--- config.mk ---
export PLATFORM = sky130hd
export DESIGN_NAME = dual_stage_watchdog
export DESIGN_NICKNAME = d
export VERILOG_FILES = /design/src/wdt_pkg.sv /design/src/wdt_tick_if.sv /design/src/wdt_prescaler.sv /design/src/dual_stage_watchdog.sv
export SDC_FILE = /design/constraint.sdc
export NUM_CORES = 1
export LEC_CHECK = 0
export BUFFER_PORTS_ARGS = -buffer_cell sky130_fd_sc_hd__buf_4
export CELL_PAD_IN_SITES_DETAIL_PLACEMENT = 1
export CELL_PAD_IN_SITES_GLOBAL_PLACEMENT = 1
export CORE_MARGIN = 5
export CORE_UTILIZATION = 50
export CTS_BUF_LIST = sky130_fd_sc_hd__clkbuf_4 sky130_fd_sc_hd__clkbuf_8
export CTS_CLUSTER_DIAMETER = 80
export DETAILED_ROUTE_END_ITERATION = 6
export GPL_TIMING_DRIVEN = 0
export MAX_ROUTING_LAYER = met4
export PLACE_DENSITY = 0.8
export SYNTH_ARGS = -nofsm -noshare
export SYNTH_HDL_FRONTEND = slang
export SYNTH_SLANG_ARGS = --single-unit
--- constraint.sdc ---
create_clock -name mclk_in -period 4.82 [get_ports mclk_in]
set_input_delay 0 -clock mclk_in [delete_from_list [all_inputs] [get_ports mclk_in]]
set_output_delay 0 -clock mclk_in [all_outputs]
set_load 0.1 [all_outputs]
--- src/wdt_pkg.sv ---
// Package of constants and types for the dual stage watchdog
package wdt_pkg;
	localparam int unsigned CLK_HZ           = 100_000_000;
	localparam int unsigned TICK_US          = 1000;
	localparam int unsigned TICK_CYCLES      = CLK_HZ / 1_000_000 * TICK_US;
	localparam logic [3:0]  ACT_OFF          = 4'h0;
	localparam logic [3:0]  ACT_RESET        = 4'h1;
	localparam logic [3:0]  ACT_DELAY        = 4'h5;
	localparam logic [3:0]  ACT_OUT          = 4'h8;
	localparam logic [3:0]  ACT_RESET_OUT    = 4'h9;
	localparam logic [3:0]  ACT_DELAY_OUT    = 4'hd;
	localparam logic [7:0]  OFF_CTRL         = 8'h00;
	localparam logic [7:0]  OFF_TIMEOUT1     = 8'h04;
	localparam logic [7:0]  OFF_TIMEOUT2     = 8'h08;
	localparam logic [7:0]  OFF_TRIGGER      = 8'h0c;
	localparam logic [7:0]  OFF_STATUS       = 8'h10;
	localparam logic [7:0]  OFF_IRQ_STATUS   = 8'h14;
	localparam logic [7:0]  OFF_IRQ_MASK     = 8'h18;
	localparam logic [7:0]  OFF_COUNT        = 8'h1c;
	localparam logic [31:0] TRIGGER_KEY      = 32'h0000_5a5a;
	localparam logic [31:0] TIMEOUT_RST      = 32'h0000_03e8;
	localparam int unsigned RESET_PULSE_CYC  = 16;
	localparam int unsigned CTRL_ACT1_LSB    = 0;
	localparam int unsigned CTRL_ACT2_LSB    = 4;
	localparam int unsigned CTRL_SEL_BIT     = 8;
	localparam int unsigned CTRL_EN_BIT      = 9;
	localparam logic [1:0]  RESP_OKAY        = 2'b00;
	localparam logic [1:0]  RESP_SLVERR      = 2'b10;
	typedef enum logic [1:0] {ST_IDLE, ST_STAGE1, ST_STAGE2, ST_DONE} wdt_state_t;
endpackage

--- src/wdt_tick_if.sv ---
// Interface carrying the time base tick between watchdog modules
`timescale 1ns/1ns
interface wdt_tick_if;
	logic tick;
	modport src (output tick);
	modport dst (input tick);
endinterface

--- src/wdt_prescaler.sv ---
// Time base divider producing a one cycle tick enable
`timescale 1ns/1ns
module wdt_prescaler
	import wdt_pkg::*;
#(
	parameter int unsigned DIV = TICK_CYCLES
) (
	input  wire logic mclk_in,
	input  wire logic arst_n_in,
	input  wire logic run_in,
	wdt_tick_if.src   tick_if
);
	if (DIV < 2) begin : g_div_check
		$error("DIV must be at least 2");
	end
	logic [31:0] cnt;
	wire         wrap = (cnt == 32'(DIV - 1));
	always_ff @(posedge mclk_in or negedge arst_n_in) begin
		if (!arst_n_in) begin
			cnt         <= 32'h0;
			tick_if.tick <= 1'b0;
		end else begin
			cnt          <= (!run_in || wrap) ? 32'h0 : cnt + 32'h1;
			tick_if.tick <= run_in && wrap;
		end
	end
endmodule

--- src/dual_stage_watchdog.sv ---
// Dual stage watchdog timer with AXI4-Lite register slave
//
// The implementer's own choices: the register offsets and register access over AXI4-Lite.
`timescale 1ns/1ns
module dual_stage_watchdog
	import wdt_pkg::*;
#(
	parameter int unsigned TICK_DIV = TICK_CYCLES
) (
	input  wire logic        mclk_in,
	input  wire logic        arst_n_in,
	input  wire logic [7:0]  s_axi_awaddr_in,
	input  wire logic        s_axi_awvalid_in,
	output logic             s_axi_awready_out,
	input  wire logic [31:0] s_axi_wdata_in,
	input  wire logic [3:0]  s_axi_wstrb_in,
	input  wire logic        s_axi_wvalid_in,
	output logic             s_axi_wready_out,
	output logic [1:0]       s_axi_bresp_out,
	output logic             s_axi_bvalid_out,
	input  wire logic        s_axi_bready_in,
	input  wire logic [7:0]  s_axi_araddr_in,
	input  wire logic        s_axi_arvalid_in,
	output logic             s_axi_arready_out,
	output logic [31:0]      s_axi_rdata_out,
	output logic [1:0]       s_axi_rresp_out,
	output logic             s_axi_rvalid_out,
	input  wire logic        s_axi_rready_in,
	output logic             watchdog_out,
	output logic             module_reset_out,
	output logic             irq_out
);
	wdt_tick_if tick_if ();

	logic [31:0] ctrl;
	logic [31:0] timeout1;
	logic [31:0] timeout2;
	logic [2:0]  irq_status;
	logic [2:0]  irq_mask;
	logic [31:0] count;
	wdt_state_t  state;
	logic [7:0]  rst_cnt;
	logic        aw_held;
	logic        w_held;
	logic [7:0]  aw_addr;
	logic [31:0] w_data;
	logic [3:0]  w_strb;

	wire [3:0] act1   = ctrl[CTRL_ACT1_LSB +: 4];
	wire [3:0] act2   = ctrl[CTRL_ACT2_LSB +: 4];
	wire       sel2   = ctrl[CTRL_SEL_BIT];
	wire       enable = ctrl[CTRL_EN_BIT];

	function automatic logic [31:0] merge(input logic [31:0] old, input logic [31:0] nw, input logic [3:0] strb);
		for (int i = 0; i < 4; i++) begin
			if (strb[i]) old[8*i +: 8] = nw[8*i +: 8];
		end
		return old;
	endfunction

	function automatic logic do_reset(input logic [3:0] act);
		return (act == ACT_RESET) || (act == ACT_RESET_OUT);
	endfunction

	function automatic logic do_out(input logic [3:0] act);
		return (act == ACT_OUT) || (act == ACT_RESET_OUT) || (act == ACT_DELAY_OUT);
	endfunction

	// Delay code is illegal in stage two, so it is treated as off there
	function automatic logic legal2(input logic [3:0] act);
		return (act != ACT_OFF) && (act != ACT_DELAY);
	endfunction

	wire wr_go   = aw_held && w_held && !s_axi_bvalid_out;
	wire wr_ctrl = wr_go && (aw_addr == OFF_CTRL);
	wire wr_t1   = wr_go && (aw_addr == OFF_TIMEOUT1);
	wire wr_t2   = wr_go && (aw_addr == OFF_TIMEOUT2);
	wire wr_irqs = wr_go && (aw_addr == OFF_IRQ_STATUS);
	wire wr_mask = wr_go && (aw_addr == OFF_IRQ_MASK);
	wire wr_trig = wr_go && (aw_addr == OFF_TRIGGER) && (w_data == TRIGGER_KEY);
	wire wr_hit  = (aw_addr == OFF_CTRL) || (aw_addr == OFF_TIMEOUT1) || (aw_addr == OFF_TIMEOUT2)
		|| (aw_addr == OFF_TRIGGER) || (aw_addr == OFF_IRQ_STATUS) || (aw_addr == OFF_IRQ_MASK);

	// Same gating as the sequencer, so no event fires for a discarded expiry
	wire expire  = tick_if.tick && (count <= 32'h1) && enable && (rst_cnt == 8'h0) && !wr_trig;
	wire exp1    = expire && (state == ST_STAGE1);
	wire exp2    = expire && (state == ST_STAGE2);
	wire [3:0] cur_act = (state == ST_STAGE1) ? act1 : act2;
	wire stage2_on = legal2(act2);
	wire fire_out  = expire && do_out(cur_act) && (sel2 ? exp2 : exp1);
	wire fire_rst  = expire && do_reset(cur_act);
	wire [2:0] evt = {fire_rst, fire_out, exp1 | exp2};

	wdt_prescaler #(
		.DIV (TICK_DIV)
	) u_prescaler (
		.mclk_in   (mclk_in),
		.arst_n_in (arst_n_in),
		.run_in    ((state == ST_STAGE1) || (state == ST_STAGE2)),
		.tick_if   (tick_if)
	);

	// Stage sequencer; a trigger restarts at stage one, or at stage two when act1 is off and stage2_on is set, else goes to ST_DONE
	always_ff @(posedge mclk_in or negedge arst_n_in) begin
		if (!arst_n_in) begin
			state <= ST_IDLE;
			count <= 32'h0;
		end else if (!enable || (rst_cnt != 8'h0)) begin
			state <= ST_IDLE;
			count <= 32'h0;
		end else if (wr_trig || state == ST_IDLE) begin
			if (act1 != ACT_OFF) begin
				state <= ST_STAGE1;
				count <= timeout1;
			end else if (stage2_on) begin
				state <= ST_STAGE2;
				count <= timeout2;
			end else begin
				state <= ST_DONE;
			end
		end else if (tick_if.tick) begin
			unique case (state)
				ST_STAGE1: begin
					if (count <= 32'h1) begin
						state <= stage2_on ? ST_STAGE2 : ST_DONE;
						count <= timeout2;
					end else begin
						count <= count - 32'h1;
					end
				end
				ST_STAGE2: begin
					if (count <= 32'h1) begin
						state <= ST_DONE;
						count <= 32'h0;
					end else begin
						count <= count - 32'h1;
					end
				end
				ST_IDLE, ST_DONE: begin
					count <= count;
				end
			endcase
		end
	end

	// Output held until arst_n_in reset; reset pulse has fixed length
	always_ff @(posedge mclk_in or negedge arst_n_in) begin
		if (!arst_n_in) begin
			watchdog_out     <= 1'b0;
			module_reset_out <= 1'b0;
			rst_cnt          <= 8'h0;
		end else begin
			if (fire_out) watchdog_out <= 1'b1;
			if (fire_rst) begin
				rst_cnt <= 8'(RESET_PULSE_CYC);
			end else if (rst_cnt != 8'h0) begin
				rst_cnt <= rst_cnt - 8'h1;
			end
			module_reset_out <= fire_rst || (rst_cnt > 8'h1);
		end
	end

	// Register bank; hardware set wins over software clear
	always_ff @(posedge mclk_in or negedge arst_n_in) begin
		if (!arst_n_in) begin
			ctrl       <= 32'h0;
			timeout1   <= TIMEOUT_RST;
			timeout2   <= TIMEOUT_RST;
			irq_mask   <= 3'h0;
			irq_status <= 3'h0;
		end else begin
			if (wr_ctrl) ctrl <= merge(ctrl, w_data, w_strb) & 32'h0000_03ff;
			if (wr_t1) timeout1 <= merge(timeout1, w_data, w_strb);
			if (wr_t2) timeout2 <= merge(timeout2, w_data, w_strb);
			if (wr_mask && w_strb[0]) irq_mask <= w_data[2:0];
			irq_status <= (irq_status & ~((wr_irqs && w_strb[0]) ? w_data[2:0] : 3'h0)) | evt;
		end
	end

	always_ff @(posedge mclk_in or negedge arst_n_in) begin
		if (!arst_n_in) begin
			irq_out <= 1'b0;
		end else begin
			irq_out <= |(irq_status & irq_mask);
		end
	end

	// Write channel: address and data taken in either order
	always_ff @(posedge mclk_in or negedge arst_n_in) begin
		if (!arst_n_in) begin
			aw_held           <= 1'b0;
			w_held            <= 1'b0;
			aw_addr           <= 8'h0;
			w_data            <= 32'h0;
			w_strb            <= 4'h0;
			s_axi_awready_out <= 1'b1;
			s_axi_wready_out  <= 1'b1;
			s_axi_bvalid_out  <= 1'b0;
			s_axi_bresp_out   <= RESP_OKAY;
		end else begin
			if (s_axi_awvalid_in && s_axi_awready_out) begin
				aw_held           <= 1'b1;
				aw_addr           <= {s_axi_awaddr_in[7:2], 2'b00};
				s_axi_awready_out <= 1'b0;
			end
			if (s_axi_wvalid_in && s_axi_wready_out) begin
				w_held           <= 1'b1;
				w_data           <= s_axi_wdata_in;
				w_strb           <= s_axi_wstrb_in;
				s_axi_wready_out <= 1'b0;
			end
			if (wr_go) begin
				aw_held          <= 1'b0;
				w_held           <= 1'b0;
				s_axi_bvalid_out <= 1'b1;
				s_axi_bresp_out  <= wr_hit ? RESP_OKAY : RESP_SLVERR;
			end
			if (s_axi_bvalid_out && s_axi_bready_in) begin
				s_axi_bvalid_out  <= 1'b0;
				s_axi_awready_out <= 1'b1;
				s_axi_wready_out  <= 1'b1;
			end
		end
	end

	wire [7:0]  ra     = {s_axi_araddr_in[7:2], 2'b00};
	wire [31:0] status = {28'h0, watchdog_out, 1'b0, 2'(state)};
	wire        rd_hit = (ra == OFF_CTRL) || (ra == OFF_TIMEOUT1) || (ra == OFF_TIMEOUT2) || (ra == OFF_TRIGGER)
		|| (ra == OFF_STATUS) || (ra == OFF_IRQ_STATUS) || (ra == OFF_IRQ_MASK) || (ra == OFF_COUNT);
	wire [31:0] rd_val = (ra == OFF_CTRL)       ? ctrl :
	                     (ra == OFF_TIMEOUT1)   ? timeout1 :
	                     (ra == OFF_TIMEOUT2)   ? timeout2 :
	                     (ra == OFF_STATUS)     ? status :
	                     (ra == OFF_IRQ_STATUS) ? {29'h0, irq_status} :
	                     (ra == OFF_IRQ_MASK)   ? {29'h0, irq_mask} :
	                     (ra == OFF_COUNT)      ? count : 32'h0;

	// Read channel: one read outstanding
	always_ff @(posedge mclk_in or negedge arst_n_in) begin
		if (!arst_n_in) begin
			s_axi_arready_out <= 1'b1;
			s_axi_rvalid_out  <= 1'b0;
			s_axi_rdata_out   <= 32'h0;
			s_axi_rresp_out   <= RESP_OKAY;
		end else if (s_axi_arvalid_in && s_axi_arready_out) begin
			s_axi_arready_out <= 1'b0;
			s_axi_rvalid_out  <= 1'b1;
			s_axi_rdata_out   <= rd_val;
			s_axi_rresp_out   <= rd_hit ? RESP_OKAY : RESP_SLVERR;
		end else if (s_axi_rvalid_out && s_axi_rready_in) begin
			s_axi_rvalid_out  <= 1'b0;
			s_axi_arready_out <= 1'b1;
		end
	end
endmodule

==> impl_summary.txt <==
----------------------------------------------------
[Critical path]
  Required time at the worst-slack endpoint ... 5.26 ns
  CP most frequent cell ... sky130_fd_sc_hd__clkbuf_1
  Cell-by-cell listing of the critical path ... or3_1 > nor4b_2 > a41o_2 > mux2i_1 > clkbuf_1 > clkbuf_1 > o211ai_1 > o32ai_1
  Critical path buffer and inverter count ... 2
  Startpoint type of the worst setup path ... flip-flop
  Highest-delay cell along the critical path ... sky130_fd_sc_hd__clkbuf_1
  Crit path kind ... reg -> reg
  Number of cells traversed by the worst register-to-register path ... 8
  Flop2flop setup slack ... 1.34 ns
  Setup crit end kind ... flip-flop
  Peak per-stage delay on the critical path ... 0.63 ns
  CP Data Arrival Time ... 3.92 ns
  CP Max Fanout ... 10
  FF-to-FF Start ... aw_addr[5]$_DFFE_PN0P_
  Crit Reg-Reg Endpoint ... count[0]$_DFFE_PN0P_
  Cell family with the largest share of critical-path delay ... buffers and inverters

[Yosys]
  Area of the mapped netlist ... 11700 µm²
  Share of synthesized flip-flops with an asynchronous set or reset ... 100%
  Count of synthesis-stage warnings from yosys ... 0
  Number of enable flip-flop cells after synthesis ... 0
  Top-area cell type share of the netlist area ... 48.2%
  Post-Syn Instances ... 1087
  Top flip-flop cell by instance count after synthesis ... sky130_fd_sc_hd__dfrtp_1
  Number of distinct library cell variants in the gate-level netlist after synthesis ... 73
  Seq cells post-synth ... 241
  Top cells by count, synth ... 226 x sky130_fd_sc_hd__dfrtp_1, 124 x sky130_fd_sc_hd__nand2_1, 121 x sky130_fd_sc_hd__mux2_2, 74 x sky130_fd_sc_hd__o21ai_0, 66 x sky130_fd_sc_hd__nor2_1
  Most area-consuming cells after synthesis ... sky130_fd_sc_hd__dfrtp_1 48%, sky130_fd_sc_hd__mux2_2 12%, sky130_fd_sc_hd__nand2_1 4.0%
  Part of the Yosys area used for sequential elements ... 51.6%
  Library cell occupying the most area in the post-synthesis netlist ... sky130_fd_sc_hd__dfrtp_1
  Most frequently used cell type in the post-synthesis netlist ... sky130_fd_sc_hd__dfrtp_1
  Post-synthesis area per instance ... 10.8 µm²

[Global route]
  Global-route congestion overflow total ... 0
  Largest net degree at the start of global routing ... 123
  Wire length of the first global-routing pass ... 63100 µm
  Initial antenna violation count ... 0
  Global-route usage over all layers ... 31.1%
  Via count of the first global-routing pass ... 10749

[Floorplanning]
  Area of the die ... 26600 µm²
  Count of boundary I/O pins ... 103
  Core region area ... 23300 µm²
  Cell Rows ... 56
  Chip Height ... 163 µm
  Width of the chip ... 163 µm
  Initial cell density of the core ... 50.4%

[STA]
  Slew HR ... 11.2%
  Final cycle utilization of the critical path ... 72.2%
  Final critical-path required period ... 3.48 ns
  Worst setup skew after layout ... 0.0175 ns
  Aggregate negative setup slack ... 0 ns
  Number of hold violations in the final report ... 0
  Final setup violating endpoints ... 0
  Fin. max-slew vios ... 0
  RSZ-0062 raised after global routing ... false
  Worst-Margin Slew ... 1.32 ns
  Maximum achievable frequency ... 287 MHz

[Detailed routing]
  Routed wire per std cell ... 24.3 µm
  Met2 WL post-DR ... 19100 µm
  DR vias ... 10049
  Detailed route wirelength on metal3 ... 2980 µm
  Starting DRC count in detailed routing ... 973
  Length of routed wiring on met1 ... 16600 µm
  Number of optimization iterations in the first detailed-route pass ... 6
  Number of nets still failing antenna checks after routing ... 0
  Vias per std cell ... 6.15
  Top layer used by detailed routing ... met4
  Routed Wire Length ... 39700 µm
  DRC ... 0

[Pwr]
  Power dissipated by switching net loads ... 3.88 mW
  Power Internal ... 4.95 mW
  Clock network fraction of total power ... 24.0%
  Cell Pwr Density ... 613 nW/µm²
  Peak VDD IR ... 0.470 mV
  Total leakage power ... 6.49 nW
  Proportion of power drawn by flip-flops and latches ... 34.6%
  Power share of the combinational group ... 41.4%
  Switching part of the total power ... 43.9%

[Layout]
  Area growth syn-to-layout ... 22.8%
  Antenna diode count ... 0
  NumNets Final ... 1351
  Fill cell count ... 2519
  Ratio of cells with drive above 1 in the final layout ... 26.3%
  Final cell count without fillers ... 1633

[Place]
  HPWL reported at the end of detailed placement ... 25900 µm
  Number of placed instances, taps included ... 1503
  Final weighted congestion in routability-driven placement ... 1.00
  Quantity of I/O buffers inserted on ports ... 94

[Clocking]
  TritonCTS buffer count ... 42
  Clock tree from TritonCTS ... done
  Clock slew seen by the registers of the worst setup and hold paths ... 0.06 ns
  TritonCTS sink count ... 241
  Worst skew pair latency ... 0.57 ns
  CTS H-tree lvls ... 2
  Root buf cell ... sky130_fd_sc_hd__clkbuf_8
  Maximum root-to-sink buffer count ... 3

[Hold path]
  Count of cells along the worst hold path ... 5
  Terminating pin of the worst hold path ... s_axi_rdata_out[1]$_DFFE_PN0P_
  Min-Delay Startpoint ... s_axi_araddr_in[6]
  Tightest Hold Check Type ... in -> reg

[Flow run]
  Max capacitance violation total ... 0

[Status]
  Result of the run ... finished clean

----------------------------------------------------
## timing repair
action                                 in CTS  in global routing
hold buffers                               56                  0
endpoints found under the hold margin     293                  0
resized for setup                           0                  0
setup buffers                               0                  0
## per-layer routing
layer,GRT usage (%),vias to the layer above
li1,-,4403
met1,40.9,5123
met5,-,-
met4,9.34,0
met3,5.65,90
met2,49.8,433
## sequential cells by signal, summed over array words and instances, names as in the netlist, 2 cells and up
signal	cells
state	2
aw_addr	6
irq_mask	3
u_prescaler.cnt	32
w_strb	4
s_axi_rdata_out	32
rst_cnt	8
w_data	32
timeout2	32
ctrl	10
irq_status	3
count	32
timeout1	32
## area by class of cell
cell class | count | area [µm²] | area share (%)
clock buffers | 66 | 846 | 5.87
flip-flops and latches | 241 | 6050 | 42.0
well taps | 319 | 399 | 2.77
plain buffers | 58 | 263 | 1.82
clock inverters | 8 | 97.6 | 0.677
multi-input cells | 771 | 5360 | 37.2
repair buffers | 152 | 1330 | 9.22
inverters | 18 | 67.6 | 0.469
## placed cells by master, fill, tap and decap left out, drive strengths merged, types with 4 or more instances in the layout
| master | n |
|---|---|
| a21o | 9 |
| a21oi | 45 |
| a221oi | 15 |
| a222oi | 34 |
| a22oi | 4 |
| a31oi | 12 |
| and2 | 9 |
| and3 | 13 |
| and4 | 4 |
| buf | 116 |
| clkbuf | 104 |
| clkinv | 5 |
| dfrtp | 226 |
| dfstp | 15 |
| dlygate4sd3 | 56 |
| ha | 8 |
| inv | 19 |
| mux2 | 122 |
| nand2 | 124 |
| nand2b | 6 |
| nand3 | 41 |
| nand3b | 4 |
| nand4 | 9 |
| nor2 | 66 |
| nor3 | 22 |
| nor3b | 4 |
| nor4 | 20 |
| o211ai | 8 |
| o21ai | 78 |
| or3 | 18 |
| or4 | 5 |
| xnor2 | 27 |
| xor2 | 21 |
## power by group through the flow
| stage | clock network, mW | registers [mW] | logic (mW) |
|---|---|---|---|
| after global placement | 0 | 3.01 | 3.38 |
| after global routing | 2.24 | 3.10 | 3.83 |
| after CTS | 2.13 | 3.02 | 3.53 |
| after detailed placement | 0 | 3.05 | 3.46 |
| final | 2.12 | 3.06 | 3.66 |
| after floorplan | 0 | 2.95 | 2.22 |
## how the worst max path moves through the flow
stage	depth (start not counted)	start	endpoint	slack [ns]
finish	8	aw_addr[5]$_DFFE_PN0P_	count[0]$_DFFE_PN0P_	1.34
global route	8	aw_addr[5]$_DFFE_PN0P_	count[0]$_DFFE_PN0P_	1.20
CTS	8	aw_addr[5]$_DFFE_PN0P_	count[0]$_DFFE_PN0P_	1.46
detailed placement	8	aw_addr[5]$_DFFE_PN0P_	count[0]$_DFFE_PN0P_	1.50
global placement	8	aw_addr[5]$_DFFE_PN0P_	count[0]$_DFFE_PN0P_	1.55
floorplan	8	s_axi_bvalid_out$_DFFE_PN0P_	count[0]$_DFFE_PN0P_	2.11
## logic make-up after synthesis
kind of cell,after synthesis,share of synthesized area (%)
XOR/XNOR,48,3.58
flip-flops,241,51.6
AO/OA/AOI/OAI,232,13.2
buffers and inverters,76,2.82
AND/OR/NAND/NOR,355,15.6
other,1,0.0320
adder cells (fa/ha/maj),8,0.853
multiplexers,126,12.3
## tightest hold or removal path, delay by kind of cell
family / cells / cell delay, ns
and+or+nand+nor: 2 / 0.22
buffers and inverters: 1 / 0.08
AOI/OAI and AO/OA: 2 / 0.27
## metrics by stage
| stage | instance area, µm² | util (%) | worst slack [ns] | power [mW] | hold WS, ns |
|---|---|---|---|---|---|
| 6_report | 14400 | 61.9 | 1.34 | 8.83 | 0.0564 |
| 5_1_grt | 14400 | 61.9 | 1.20 | 9.17 | 0.0648 |
| 4_1_cts | 14400 | 61.9 | 1.46 | 8.67 | 0.0201 |
| 3_5_place_dp | 12900 | 55.5 | 1.50 | 6.50 | -0.175 |
| 3_3_place_gp | 12800 | 55.2 | 1.55 | 6.39 | 0.156 |
| 2_1_floorplan | 11700 | - | 2.11 | 5.18 | -0.296 |
Power figures use the tool's default switching activity.
